<file path="src/core/irq_pend_regs.svh">
// Register offsets, field masks and reset values for the low-bank pending block
`ifndef IRQ_PEND_REGS_SVH
`define IRQ_PEND_REGS_SVH

// ----------------------------------------------------------------------------
// Register offsets (byte addresses)
// ----------------------------------------------------------------------------
`define PEND_FORCE_OFS     8'h00
`define PEND_WITHDRAW_OFS  8'h04
`define EVT_STATUS_OFS     8'h08
`define EVT_CLEAR_OFS      8'h0C
`define EVT_ENABLE_OFS     8'h10

// ----------------------------------------------------------------------------
// Field layout
// ----------------------------------------------------------------------------
`define PEND_IMPL_MASK     32'h7FFF_C0FF
`define EVT_PEND_RISE_BIT  0
`define EVT_WDRAW_BLK_BIT  1
`define EVT_WIDTH          2

// ----------------------------------------------------------------------------
// Reset values
// ----------------------------------------------------------------------------
`define PEND_RST           32'h0000_0000
`define EVT_RST            2'h0

`endif

</file>
<file path="src/core/irq_pend_pkg.sv">
// Types shared by the low-bank pending block
`default_nettype none
package irq_pend_pkg;

  // Register select decoded from the bus address
  typedef enum logic [2:0] {
    SEL_NONE     = 3'h0,
    SEL_FORCE    = 3'h1,
    SEL_WITHDRAW = 3'h3,
    SEL_STATUS   = 3'h2,
    SEL_CLEAR    = 3'h6,
    SEL_ENABLE   = 3'h7
  } reg_sel_t;

endpackage : irq_pend_pkg
`default_nettype wire

</file>
<file path="src/core/irq_pend_events.sv">
// Sticky event status, enable mask and level interrupt output
`timescale 1ns/100ps
`default_nettype none
`include "irq_pend_regs.svh"

module irq_pend_events #(
  parameter int unsigned N = `EVT_WIDTH
) (
  input  wire logic         clk_sys,
  input  wire logic         rst_b,
  input  wire logic [N-1:0] evt_pulse,
  input  wire logic         clr_we,
  input  wire logic         en_we,
  input  wire logic [N-1:0] wdata,
  output logic      [N-1:0] status,
  output logic      [N-1:0] enable,
  output logic              irq
);

  typedef struct packed {
    logic [N-1:0] sts;
    logic [N-1:0] ena;
  } evt_state_t;

  evt_state_t state_q;
  evt_state_t state_d;

  // Elaboration check: at least one event bit is needed
  if (N < 1) begin : g_n_check
    $error("irq_pend_events: N must be at least 1");
  end

  // ----------------------------------------------------------------------------
  // Next state: a new event wins over a clear in the same cycle
  // ----------------------------------------------------------------------------
  always_comb begin
    state_d = state_q;
    if (clr_we) begin
      state_d.sts = state_q.sts & ~wdata;
    end
    state_d.sts = state_d.sts | evt_pulse;
    if (en_we) begin
      state_d.ena = wdata;
    end
  end

  // Synchronous active-low reset
  always_ff @(posedge clk_sys) begin
    if (!rst_b) begin
      state_q <= '0;
    end else begin
      state_q <= state_d;
    end
  end

  assign status = state_q.sts;
  assign enable = state_q.ena;
  assign irq    = |(state_q.sts & state_q.ena);
endmodule : irq_pend_events
`default_nettype wire

</file>
<file path="src/core/irq_pend_low_bank.sv">
// Low-bank pending flags with force and withdraw registers
// Offsets: force 0x00, withdraw 0x04, event status 0x08, event clear 0x0C, event enable 0x10.
// Flags reset to zero so every power-up starts from a known, quiet state.
//
// Added by the designer: the placing of the registers and the strobed register port.
`timescale 1ns/100ps
`default_nettype none
`include "irq_pend_regs.svh"

module irq_pend_low_bank #(
  parameter int unsigned AW = 8
) (
  input  wire logic          clk_sys,
  input  wire logic          rst_b,
  input  wire logic [AW-1:0] addr,
  input  wire logic [31:0]   wdata,
  input  wire logic          wr,
  input  wire logic          rd,
  output logic      [31:0]   rdata,
  input  wire logic [31:0]   irq_req,
  input  wire logic [31:0]   irq_enabled,
  input  wire logic [31:0]   irq_active,
  output logic      [31:0]   pending,
  output logic               irq
);

  typedef struct packed {
    logic [31:0] pend;
    logic [31:0] rdat;
  } bank_state_t;

  bank_state_t state_q;
  bank_state_t state_d;

  logic [31:0]            impl;
  irq_pend_pkg::reg_sel_t sel;
  logic [1:0]             evt_pulse;
  logic [1:0]             evt_status;
  logic [1:0]             evt_enable;
  logic [31:0]            wd_req;
  logic [31:0]            wd_eff;
  logic [31:0]            fc_req;
  logic                   wr_force;
  logic                   wr_withdraw;
  logic                   wr_clear;
  logic                   wr_enable;

  // Elaboration check: the register map needs five address bits
  if (AW < 5) begin : g_aw_check
    $error("irq_pend_low_bank: AW too small for the register map");
  end

  // ----------------------------------------------------------------------------
  // Address decode
  // ----------------------------------------------------------------------------
  function automatic irq_pend_pkg::reg_sel_t decode(input logic [AW-1:0] a);
    case (a)
      AW'(`PEND_FORCE_OFS):    decode = irq_pend_pkg::SEL_FORCE;
      AW'(`PEND_WITHDRAW_OFS): decode = irq_pend_pkg::SEL_WITHDRAW;
      AW'(`EVT_STATUS_OFS):    decode = irq_pend_pkg::SEL_STATUS;
      AW'(`EVT_CLEAR_OFS):     decode = irq_pend_pkg::SEL_CLEAR;
      AW'(`EVT_ENABLE_OFS):    decode = irq_pend_pkg::SEL_ENABLE;
      default:                 decode = irq_pend_pkg::SEL_NONE;
    endcase
  endfunction : decode

  // Strobe qualified by a register select; shared by every write path below
  function automatic logic strobe_hit(input logic strb, input irq_pend_pkg::reg_sel_t s,
                                      input irq_pend_pkg::reg_sel_t want);
    strobe_hit = strb && (s == want);
  endfunction : strobe_hit

  assign sel  = decode(addr);
  assign impl = `PEND_IMPL_MASK; // Bit index equals interrupt number

  // One write strobe per writable register (none for status); wr and rd never overlap on this bus
  assign wr_force    = strobe_hit(wr, sel, irq_pend_pkg::SEL_FORCE);
  assign wr_withdraw = strobe_hit(wr, sel, irq_pend_pkg::SEL_WITHDRAW);
  assign wr_clear    = strobe_hit(wr, sel, irq_pend_pkg::SEL_CLEAR);
  assign wr_enable   = strobe_hit(wr, sel, irq_pend_pkg::SEL_ENABLE);

  // ----------------------------------------------------------------------------
  // Write requests, masked to implemented positions
  // ----------------------------------------------------------------------------
  // Reserved positions are dropped, so a stray one cannot touch anything
  assign wd_req = wr_withdraw ? (wdata & impl) : 32'h0000_0000;
  // In-service interrupts keep their state; zeros clear nothing
  assign wd_eff = wd_req & ~irq_active;
  // Forcing only reaches enabled interrupts, pending or not
  assign fc_req = wr_force ? (wdata & impl & irq_enabled) : 32'h0000_0000;

  // ----------------------------------------------------------------------------
  // Pending flags and read data
  // ----------------------------------------------------------------------------
  // One flag array serves both registers, so a withdraw also drops force readback
  // Hardware requests win over a withdraw in the same cycle so no edge is lost.
  always_comb begin
    state_d      = state_q;
    state_d.pend = ((state_q.pend & ~wd_eff) | fc_req | (irq_req & irq_enabled)) & impl;
    state_d.rdat = 32'h0000_0000;
    if (rd) begin
      case (sel)
        irq_pend_pkg::SEL_FORCE,
        irq_pend_pkg::SEL_WITHDRAW: state_d.rdat = state_q.pend & impl; // Live flags
        irq_pend_pkg::SEL_STATUS:   state_d.rdat = {30'h0000_0000, evt_status};
        irq_pend_pkg::SEL_ENABLE:   state_d.rdat = {30'h0000_0000, evt_enable};
        default:                    state_d.rdat = 32'h0000_0000;
      endcase
    end
  end

  // Flags reset to zero: a defined value is safer than an undefined one
  always_ff @(posedge clk_sys) begin
    if (!rst_b) begin
      state_q <= '{pend: `PEND_RST, rdat: 32'h0000_0000};
    end else begin
      state_q <= state_d;
    end
  end

  assign pending = state_q.pend;
  assign rdata   = state_q.rdat;

  // ----------------------------------------------------------------------------
  // Events: a flag newly pending, and a withdraw refused by service
  // ----------------------------------------------------------------------------
  assign evt_pulse[`EVT_PEND_RISE_BIT] = |(state_d.pend & ~state_q.pend);
  assign evt_pulse[`EVT_WDRAW_BLK_BIT] = |(wd_req & irq_active);

  irq_pend_events #(
    .N(`EVT_WIDTH)
  ) i_irq_pend_events (
    .clk_sys  (clk_sys),
    .rst_b    (rst_b),
    .evt_pulse(evt_pulse),
    .clr_we   (wr_clear),
    .en_we    (wr_enable),
    .wdata    (wdata[1:0]),
    .status   (evt_status),
    .enable   (evt_enable),
    .irq      (irq)
  );
endmodule : irq_pend_low_bank
`default_nettype wire

</file>
<file path="config.mk">
export PLATFORM = sky130hd
export DESIGN_NAME = irq_pend_low_bank
export DESIGN_NICKNAME = d
export VERILOG_FILES = /design/src/core/irq_pend_pkg.sv /design/src/core/irq_pend_events.sv /design/src/core/irq_pend_low_bank.sv
export VERILOG_INCLUDE_DIRS = /design/src /design/src/core
export SDC_FILE = /design/constraint.sdc
export NUM_CORES = 1
export LEC_CHECK = 0
export ABC_AREA = 0
export BUFFER_PORTS_ARGS = -buffer_cell sky130_fd_sc_hd__buf_2
export CORE_ASPECT_RATIO = 0.7
export CORE_MARGIN = 2
export CORE_UTILIZATION = 40
export DETAILED_ROUTE_END_ITERATION = 6
export MAX_ROUTING_LAYER = met4
export PLACE_DENSITY_LB_ADDON = 0.2
export SYNTH_ARGS = -nofsm -noshare
export SYNTH_HDL_FRONTEND = slang
export SYNTH_SLANG_ARGS = --single-unit
export TNS_END_PERCENT = 10
</file>
<file path="constraint.sdc">
create_clock -name clk_sys -period 3.5 [get_ports clk_sys]
set_clock_uncertainty 0.05 [all_clocks]
set_input_delay 0.525 -clock clk_sys [delete_from_list [all_inputs] [get_ports clk_sys]]
set_output_delay 0.525 -clock clk_sys [all_outputs]
set_load 0.01 [all_outputs]
</file>
* Word level (Yosys, flattened, before mapping)
Cells that the tools add are included.
Cells by class: eq/ne operators 9, reduce and logical (&&, ||, !) cells 10, bitwise gates (word level) 15, magnitude comparators 0, mux-type cells 5, $add $sub $neg 0, div/mod/pow operators 0, shifts and indexed selects 0, multipliers 0
Operator list (number):
- $and 31x31->31 | 4
- $pmux 31 s3 | 1
- $and 31x32->32 | 2
- $reduce_or 32->1 | 2
- $mux 31 | 2
- $not 31->31 | 2
- $or 31x31->31 | 2
- $not 31->32 | 1
- $eq 8x4->1 const B | 2
- $pmux 3 s5 | 1
- $eq 8x3->1 const B | 1
- $eq 8x5->1 const B | 1
- $logic_not 8->1 | 1
- $eq 3x2->1 const B | 2
- $eq 3x3->1 const B | 2
- $and 2x2->2 | 2
- $logic_and 1x1->1 | 4
- $reduce_or 2->1 | 2
- $eq 3x1->1 const B | 1
- $mux 2 | 1
- $not 2->2 | 1
- $or 2x2->2 | 1
- $reduce_and 2->1 | 1
Word-level totals: input bits 140, bits in read-only memories 0, bits in latches 0, output and inout bits 65, flip-flop bits (word level) 61, word-level logic and storage cells 43, bits in writable memories 0, memories kept 0

* Logic depth before layout (Yosys ltp)
Gate-level depths: netlist of the first run.
word-level depth 13, mapped depth 7, mapped depth without buffers 5

* Modules after synthesis
From an unflattened synthesis of the first run, not the netlist that was laid out.
Unflattened totals: cell total of the unflattened synthesis 352, area, all modules 3032.9 um^2
Modules (own cells, without submodules):
- irq_pend_low_bank | area an instance 2881.5 um^2, cells each 337, seq. area each 1001.0 um^2, times used 1
- irq_pend_events | area an instance 151.4 um^2, cells each 15, seq. area each 80.1 um^2, times used 1

* Worst setup path before layout of the first run
Ideal clock, no wire load.
path type input to register, start in addr[5], end reg state_q, in the netlist pending[0], required time 3.324 ns, stages 7, buffers on the path 2, library setup time 0.126 ns, arrival time 1.623 ns, setup slack 1.701 ns, cell sequence nor3_4 nand3_4 or2_1 buf_6 buf_6 o311ai_2 o21ai_1
On the way: cells in the longest elaborated chain, start to end 10, elaborated cells between the ends (all ways) 17, those cells by class eq/ne (6); mux (3); bitwise (5); reduce/logical (3)
RTL lines:
- start: declaration | RTL line irq_pend_low_bank.sv:15 | input wire logic [AW-1:0] addr,
- $eq 8x5->1 (tied with other cells) | RTL line irq_pend_low_bank.sv:57 | case (a)
- $pmux 3 s5 * | RTL line irq_pend_low_bank.sv:57
- $eq 3x2->1 | RTL line irq_pend_low_bank.sv:70 | strobe_hit = strb && (s == want);
- $logic_and 1x1->1 | RTL line irq_pend_low_bank.sv:70
- $mux 31 | RTL line irq_pend_low_bank.sv:86 | assign wd_req = wr_withdraw ? (wdata & impl) : 32'h0000_0000;
- $and 31x31->31 | RTL line irq_pend_low_bank.sv:88 | assign wd_eff = wd_req & ~irq_active;
- $not 31->31 | RTL line irq_pend_low_bank.sv:99 | state_d.pend = ((state_q.pend & ~wd_eff) | fc_req | (irq_req & irq_enabled)) & impl;
- $and 31x31->31 | RTL line irq_pend_low_bank.sv:99
- $or 31x31->31 * (2 in series) | RTL line irq_pend_low_bank.sv:99
- end signal: assignment | RTL line irq_pend_low_bank.sv:115 | state_q <= '{pend: `PEND_RST, rdat: 32'h0000_0000};
- end signal: assignment | RTL line irq_pend_low_bank.sv:117 | state_q <= state_d;
- end: declaration | RTL line irq_pend_low_bank.sv:32 | bank_state_t state_q;
Every way passes the cells marked *; elsewhere a longest branch is shown, timed or not. A chain may end at the register's enable or synchronous reset.

* Final worst setup path of the first run
start in addr[5], end reg state_q, in the netlist pending[25]
The elaborated chain is that of the path after synthesis.

==> metrics.txt, run 1 <==
WHS 0.4124 ns; Vert. Die Dim 76.99 um; drt pass-1 iters 6; worst skew pair latency 0.30 ns; Tmin final 2.141 ns; Post-synth EDFFs 0; type of origin of the critical path input pin; crit path to pending[25]$_SDFF_PN0_; clock power share 28.2%; Die X 108.3 um; setup violation total in the final timing report 0; # IOs 205; drt wl/cell 16.59 um; crit path DAT 2.27 ns; Worst Tran Pin Value 0.7763 ns; CP required 3.63 ns; DRC viols 0; Final WS setup 1.359 ns; DP Wirelength 8166 um; Critical Path End Type flop; Seq. cell area 0.001081 mm2; Post-CTS Resized 0; H-tree depth 2; Max Root-Sink Buffers 2; initial antenna violation count 0; grt total ovfl 0; Critical Path Fanout Max 14; most common cell after layout, fill and taps aside buf_2; Antenna Nets Post-Route 0; maximum vdd ir drop 169.6 uV; vias in the first global route 3,086; Reg2Reg Launch Point pending[29]$_SDFF_PN0_; Comb pwr share 21.1%; WL final 10,070 um; pin count of the biggest net entering global routing 55; Worst Reg-to-Reg Cells 5; Slew HR 48.24%; port buffer count 162; final hold vios 0; setup TNS 0 ns; total number of yosys warnings 0; #FFs+latches synth 54; Max Transition Viols Final 0; Setup Buffers After CTS 0; post-synthesis cell count 348; maxcap violations 0; Cells after DPL 599; final net count 648; n_diodes 0; syn_area_per_cell 8.748 um2; Pint 0.9254 mW; Pwr per Cell Area 330.9 mW/mm2; core area 0.007352 mm2; sw frac 29.75%; CP Class in2reg; R2R Setup Slk 1.99 ns; Post-Synthesis Cell Area 0.003044 mm2; Area Overhead vs Synth 30.79%; post-route design area 0.003981 mm2; first-pass GRT wire length 15,680 um; clk slew on worst S/H paths 0.10 ns; gr usage total 24.98%; clk sink count 54; num rows 26; outcome finished, final reports clean; multi-input logic area 0.001744 mm2; Final Non-Filler Cells 607; Yosys cell types 35; DP Area 0.003890 mm2; setup repair after global routing missed its margin false; share of post-route cells with drive strength above 1 38.70%; Util after Layout 54.15%; net switching power 0.3920 mW; Hold WC Path Type in2reg; Fmax achieved 0.4670 GHz; end of the worst register-to-register path i_irq_pend_events.status[0]$_SDFF_PN0_; overall power 1.317 mW; commonest cells after routing, fill and taps aside buf_2 (162), dfxtp_1 (54), nand3b_1 (50); initial core utilization 41.41%; Worst Setup SP addr[5]; Tcrit/Tclk final 61.18%; CTS tree built; routed via count 3,256; DP Worst Slack 1.041 ns; CTS hold repair buffers 0; Main synth FF type dfxtp_1; Root Buffer Master clkbuf_8; 1st-iter DRT viols 173; FFs w/ async S/R, synth 0%; Sequential Power Share 50.7%; final-layout fill cell count 727; post-synthesis sequential area ratio 35.51%; GP Congestion 0.8197; routed vias/inst 5.364; Leakage 1.848 nW; CTS Buf Count 5; Die ar. 0.008336 mm2
## worst max-delay path, cell delays in order
cell and delay [ns]:
buf_2 0.11, nor3_4 0.22, nand3_4 0.12, or2_1 0.52
buf_4 0.34, o311ai_0 0.28, o21ai_0 0.14
## power groups by stage
stage               combinational [mW]  clock, mW  sequential [mW]
floorplan                        0.127          0            0.686
global placement                 0.272          0            0.680
detailed placement               0.276          0            0.682
CTS                              0.277      0.376            0.668
global route                     0.306      0.401            0.674
finish                           0.277      0.371            0.669
## worst min-delay path by stage
| stage | start | endpoint | cells after the start |
|---|---|---|---|
| floorplan | i_irq_pend_events.enable[0]$_SDFFE_PN0P_ | i_irq_pend_events.enable[0]$_SDFFE_PN0P_ | 2 |
| global placement | pending[6]$_SDFF_PN0_ | pending[6]$_SDFF_PN0_ | 2 |
| detailed placement | pending[20]$_SDFF_PN0_ | pending[20]$_SDFF_PN0_ | 2 |
| CTS | irq_enabled[29] | pending[29]$_SDFF_PN0_ | 3 |
| global route | irq_enabled[27] | pending[27]$_SDFF_PN0_ | 3 |
| finish | irq_enabled[6] | pending[6]$_SDFF_PN0_ | 3 |
## per-layer routing
metal / up-vias / wire [um] / GRT usage [%]
li1: 1568 / - / -
met1: 1531 / 4646 / 34.78
met2: 153 / 4483 / 38.68
met3: 4 / 898 / 4.337
met4: 0 / 43 / 4.103
met5: - / 0 / -
## flip-flops by register name (all words and copies together) (netlist names)
register and cells:
pending 25, i_irq_pend_events.status 2, rdata 25, i_irq_pend_events.enable 2
## synthesized netlist by cell type (8+ instances only)
| master | n | area, um2 |
|---|---|---|
| nand4_1 | 12 | 75.07 |
| nand2_1 | 30 | 112.6 |
| o311ai_2 | 19 | 309.1 |
| buf_4 | 14 | 105.1 |
| clkbuf_1 | 8 | 30.03 |
| inv_1 | 25 | 93.84 |
| nor2_1 | 8 | 30.03 |
| o21ai_1 | 20 | 100.1 |
| and2_1 | 23 | 143.9 |
| dfxtp_1 | 54 | 1081 |
| a21oi_1 | 28 | 140.1 |
| a22oi_1 | 9 | 67.56 |
| nand3b_1 | 50 | 375.4 |
## layout make-up
class | instances | area share (%)
clock buffers | 7 | 2.168
clock inverters | 1 | 0.1257
inverters | 25 | 2.357
multi-input cells | 255 | 43.81
flip-flops and latches | 54 | 27.15
well taps | 98 | 3.080
repair buffers | 167 | 21.31
## cells by family (layout without fill, tap and decap cells)
group,Yosys count,in the layout,share of synthesized area [%]
flip-flops,54,54,35.51
AND/OR/NAND/NOR,141,141,28.89
other,1,14,0.1232
buffers and inverters,52,200,8.960
AO/OA/AOI/OAI,98,98,25.85
multiplexers,2,2,0.6577
Note: power is estimated with default switching activity, not from simulation.
==> inputs of run 2 (changes only) <==
clock period = 2.2 ns   (was 3.5 ns; I/O delays follow)
==> run 2 against run 1 <==
- clock-buffer cell count is the same
- die area is the same
- clock power grew 81%
- non-clock buffer count grew 3
- combinational power grew 59%
- flip-flop and latch count is the same
- worst setup slack lost 0.72 ns
- final area grew 0.94%
- critical path type unchanged
- largest cell class unchanged
- highest routed layer unchanged
==> metrics.txt, run 2 (synthesis gave the netlist of run 1 again) <==
core area 0.007352 mm2 (unchanged); commonest cells after routing, fill and taps aside buf_2 (162), dfxtp_1 (54), nand3b_1 (50); n_diodes 0 (unchanged); met3 Track Usage GR 3.912% (-0.43 points); CP Class in2reg; drt wl/cell 16.16 um (-2.6%); multi-input logic area 0.001744 mm2 (unchanged); Antenna Nets Post-Route 0 (unchanged); met1 usage 34.53% (-0.24 points); crit path DAT 1.70 ns (-0.57 ns); maximum vdd ir drop 279.3 uV (+65%); setup repair after global routing missed its margin false; Critical Path End Type flop; share of post-route cells with drive strength above 1 38.87% (+0.16 points); setup violation total in the final timing report 0 (unchanged); # IOs 205 (unchanged); post-route design area 0.004019 mm2 (+0.94%); 1st-iter DRT viols 213 (+23%); CTS hold repair buffers 0 (unchanged); pin count of the biggest net entering global routing 32 (-42%); GRT busiest layer met2; most common cell after layout, fill and taps aside buf_2; GR Util met2 37.30% (-1.4 points); GP Congestion 0.8390 (+2.4%); Tcrit/Tclk final 70.90%; setup TNS 0 ns (unchanged); port buffer count 162 (unchanged); clk slew on worst S/H paths 0.10 ns (about the same); WL final 9858 um (-2.1%); gr usage total 24.44% (-0.54 points); Setup Buffers After CTS 0 (unchanged); CTS tree built; grt total ovfl 0 (unchanged); outcome finished, final reports clean; final-layout fill cell count 739 (+1.7%); DRC viols 0 (unchanged); Seq. cell area 0.001081 mm2 (unchanged); H-tree depth 2 (unchanged); Max Transition Viols Final 0 (unchanged); num rows 26 (unchanged); initial antenna violation count 0 (unchanged); first-pass GRT wire length 15,400 um (-1.8%); Die ar. 0.008336 mm2 (unchanged); crit path max-delay cell type o311ai_0; Hold WC Path Type in2reg; Vert. Die Dim 76.99 um (unchanged); DP Area 0.003913 mm2 (+0.58%); clk sink count 54 (unchanged); Pwr per Cell Area 541.3 mW/mm2 (+64%); drt pass-1 iters 5 (-1); Post-CTS Resized 0 (unchanged); final hold vios 0 (unchanged); CP Cell Sequence buf_2, nor3_4, nand3_4, or2_1, buf_4, o311ai_0, o21ai_1; final net count 651 (+0.46%); Root Buffer Master clkbuf_8; type of origin of the critical path input pin; routed via count 3,216 (-1.2%); worst skew pair latency 0.30 ns (about the same); Critical Path Fanout Max 13 (-1); initial core utilization 41.41% (unchanged); vias in the first global route 3,070 (-0.52%); Fmax achieved 0.6411 GHz; Die X 108.3 um (unchanged); CP required 2.34 ns (-1.29 ns); Max Root-Sink Buffers 2 (unchanged); Max stage delay on crit path 0.32 ns (-0.20 ns); DP Wirelength 8130 um (-0.45%); Area Overhead vs Synth 32.02%; Leakage 1.867 nW (+1.0%); CTS Buf Count 5 (unchanged); maxcap violations 0 (unchanged); Tmin final 1.560 ns; routed vias/inst 5.272 (-1.7%)
## run 2: area by class of cell
type	count	share of cell area, %
clock buffers	7	1.899
multi-input cells	255	43.40
inverters	25	2.335
clock inverters	1	0.7472
flip-flops and latches	54	26.90
well taps	98	3.051
repair buffers	170	21.67
## run 2: report_power, final
group / switching (mW) / internal, mW / leakage, nW / total (mW)
combinational: 0.239 / 0.202 / 1.37 / 0.441
sequential: 0.0464 / 1.02 / 0.442 / 1.06
clock: 0.330 / 0.342 / 0.0524 / 0.672
total: 0.616 / 1.56 / 1.87 / 2.18
## run 2: worst max-delay path: cells and delay by family
family / cells / cell delay, ns
compound gates: 2 / 0.43
simple gates: 3 / 0.61
buf+inv: 2 / 0.32
## run 2: path summary, 6_finish.rpt
check                         startpoint                                      to  slack [ns]  depth (start not counted)
setup / recovery                 addr[5]                  pending[27]$_SDFF_PN0_        0.64                          7
hold / removal           irq_enabled[30]                  pending[30]$_SDFF_PN0_        0.22                          3
setup reg to reg  pending[28]$_SDFF_PN0_  i_irq_pend_events.status[0]$_SDFF_PN0_        0.66                          5
hold reg to reg   pending[16]$_SDFF_PN0_                  pending[16]$_SDFF_PN0_        0.46                          2
## run 2: per-layer routing
metal,part of all wire (%),vias up,wire length [um]
li1,-,1566,-
met4,0.60,0,59
met1,48,1497,4759
met5,0,-,0
met2,44,147,4304
met3,7.5,6,735
## run 2: per-stage QoR
stage	util (%)	hold WS, ns	total power, mW	setup slack [ns]	instances
6_report	54.66	0.2225	2.175	0.6402	610
5_1_grt	54.66	0.2259	2.279	0.4740	610
4_1_cts	54.66	0.2137	2.185	0.6404	610
3_5_place_dp	53.22	0.4470	1.524	0.3130	602
3_3_place_gp	53.22	0.4422	1.516	0.3555	602
2_1_floorplan	-	0.4126	1.293	0.5958	361
==> inputs of run 3 (changes only) <==
ABC_AREA = 1   (was 0)
clock period = 1.5 ns   (was 2.2 ns; I/O delays follow)
==> run 3 against run 2 <==
- total power up 36%
- wire length is 2.3% higher
- highest routed layer unchanged
- worst hold slack got worse by 0.10 ns
- largest cell class unchanged
- critical path depth rose by 6
- critical endpoint is now i_irq_pend_events.status[0]$_SDFF_PN0_
==> metrics.txt, run 3 <==
outcome finished, final reports clean; synth cell count leaders nand2_1 (95), nand3_1 (67), inv_1 (63); commonest cells after routing, fill and taps aside buf_2 (162), nand2_1 (95), nand3_1 (67); pin count of the biggest net entering global routing 30 (-6.3%); FFs w/ async S/R, synth 0% (unchanged); drt wl/cell 14.16 um (-12%); share of post-route cells with drive strength above 1 33.55% (-5.3 points); GP Congestion 0.8920 (+6.3%); Tcrit/Tclk final 90.72%; CP required 1.69 ns (-0.65 ns); core area 0.007287 mm2 (-0.88%); Cells after DPL 704 (+17%); clk slew on worst S/H paths 0.10 ns (about the same); CP Class in2reg; most common cell after layout, fill and taps aside buf_2; Post-Synthesis Cell Area 0.002999 mm2 (-1.5%); Root Buffer Master clkbuf_8; Tmin final 1.361 ns; CTS hold repair buffers 0 (unchanged); Antenna Nets Post-Route 0 (unchanged); Pwr per Cell Area 726.1 mW/mm2 (+34%); final-layout fill cell count 735 (-0.54%); Critical Path End Type flop; Max Transition Viols Final 0 (unchanged); crit path max-delay cell type nor2_4; n_diodes 0 (unchanged); CTS Buf Count 5 (unchanged); routed via count 3,482 (+8.3%); Fmax achieved 0.7349 GHz; final net count 753 (+16%); total number of yosys warnings 0 (unchanged); Main synth FF type dfxtp_1; Leakage 2.119 nW (+13%); CP Cell Sequence buf_2, nor2_2, nand2_2, nor2_4, buf_12, nand3_1, nand2_1, nand3_1, nand2_1, nor2_1, nand2_1, nor2_1, a21oi_1; Hold WC Path Type in2reg; Die ar. 0.008217 mm2 (-1.4%); grt total ovfl 0 (unchanged); setup repair after global routing missed its margin false; post-synthesis sequential area ratio 36.05% (+0.53 points); clk sink count 54 (unchanged); num rows 26 (unchanged); overall power 2.952 mW (+36%); DP Wirelength 7873 um (-3.2%); maximum vdd ir drop 404.4 uV (+45%); # IOs 205 (unchanged); initial core utilization 41.16% (-0.25 points); 1st-iter DRT viols 261 (+23%); setup violation total in the final timing report 0 (unchanged); DRC viols 0 (unchanged); CP most frequent cell nand2_1; area leader, netlist dfxtp_1; syn_area_per_cell 6.755 um2 (-23%); Die X 107.5 um (-0.72%); drt pass-1 iters 4 (-1); first-pass GRT wire length 15,880 um (+3.1%); WL final 10,080 um (+2.3%); routed vias/inst 4.890 (-7.2%); Synth top area share 36.05% (+0.53 points); type of origin of the critical path input pin; gr usage total 24.93% (+0.49 points); Area Overhead vs Synth 35.54%; Max stage delay on crit path 0.17 ns (-0.15 ns); Post-synth EDFFs 0 (unchanged); CTS tree built; Setup Buffers After CTS 0 (unchanged); Vert. Die Dim 76.45 um (-0.71%); #FFs+latches synth 54 (unchanged); Max Root-Sink Buffers 2 (unchanged); H-tree depth 2 (unchanged); Final Non-Filler Cells 712 (+17%); Yosys cell types 28 (-20%); post-synthesis cell count 444 (+28%); vias in the first global route 3,237 (+5.4%); port buffer count 162 (unchanged); maxcap violations 0 (unchanged); final hold vios 0 (unchanged); Critical Path Fanout Max 14 (+1); worst skew pair latency 0.30 ns (about the same); Synth area leaders dfxtp_1 (36%), nand2_1 (12%), nand3_1 (11%); top-count cell post-synth nand2_1; crit path DAT 1.55 ns (-0.15 ns); initial antenna violation count 0 (unchanged)
run 3: metrics by stage:
stage	area, um2	hold WS, ns	worst slack (ns)	setup TNS [ns]	util, %
after global placement	3958	0.4141	-0.1573	-1.007	54.31
after detailed placement	3958	0.4173	-0.1914	-1.685	54.31
after floorplan	3048	0.3222	0.1053	0	-
final	4065	0.1229	0.1392	0	55.79
after CTS	4053	0.1144	0.1157	0	55.61
after global routing	4065	0.1182	0.005552	0	55.79
run 3: worst paths after layout:
| path | startpoint | end | slack [ns] | cells past startpoint |
|---|---|---|---|---|
| setup / recovery | addr[2] | i_irq_pend_events.status[0]$_SDFF_PN0_ | 0.14 | 13 |
| hold / removal | irq_enabled[7] | pending[7]$_SDFF_PN0_ | 0.12 | 3 |
| setup reg to reg | pending[21]$_SDFF_PN0_ | i_irq_pend_events.status[0]$_SDFF_PN0_ | 0.32 | 7 |
| hold reg to reg | pending[18]$_SDFF_PN0_ | pending[18]$_SDFF_PN0_ | 0.43 | 2 |
run 3: cell families after synthesis:
logic type,after synthesis,synth area share (%)
AND/OR/NAND/NOR,232,36.84
buffers and inverters,95,15.69
AO/OA/AOI/OAI,62,11.31
flip-flops,54,36.05
other,1,0.1250
run 3: layer usage:
| metal | GRT usage [%] | share of wire [%] |
|---|---|---|
| met5 | - | 0 |
| met4 | 3.718 | 0.52 |
| met3 | 4.363 | 9.1 |
| met1 | 35.49 | 49 |
| met2 | 37.80 | 42 |
run 3: timing repair:
action,CTS,global route
gates resized for setup,0,3
endpoints found under the hold margin,0,0
setup endpoints to repair,0,3
run 3: power by group:
part           leakage (nW)  internal [mW]  switching [mW]  total (mW)
clock                0.0472          0.373           0.494       0.867
combinational          1.63          0.240           0.325       0.566
sequential            0.441           1.48          0.0371        1.52
total                  2.12           2.09           0.857        2.95
run 3: critical path, delay by kind of cell:
| family | cells | cell delay, ns |
|---|---|---|
| AO/OA/AOI/OAI | 1 | 0.10 |
| AND/OR/NAND/NOR | 10 | 0.91 |
| buffers and inverters | 2 | 0.30 |
run 3: layout make-up:
class / count / area [um2] / area share [%]
clock buffer: 6 / 82.58 / 2.031
clock inverter: 2 / 12.51 / 0.3078
inverter: 65 / 244.0 / 6.002
multi-input combinational: 308 / 1501 / 36.93
sequential: 54 / 1081 / 26.59
tap: 98 / 122.6 / 3.016
timing repair buffer: 179 / 1021 / 25.12
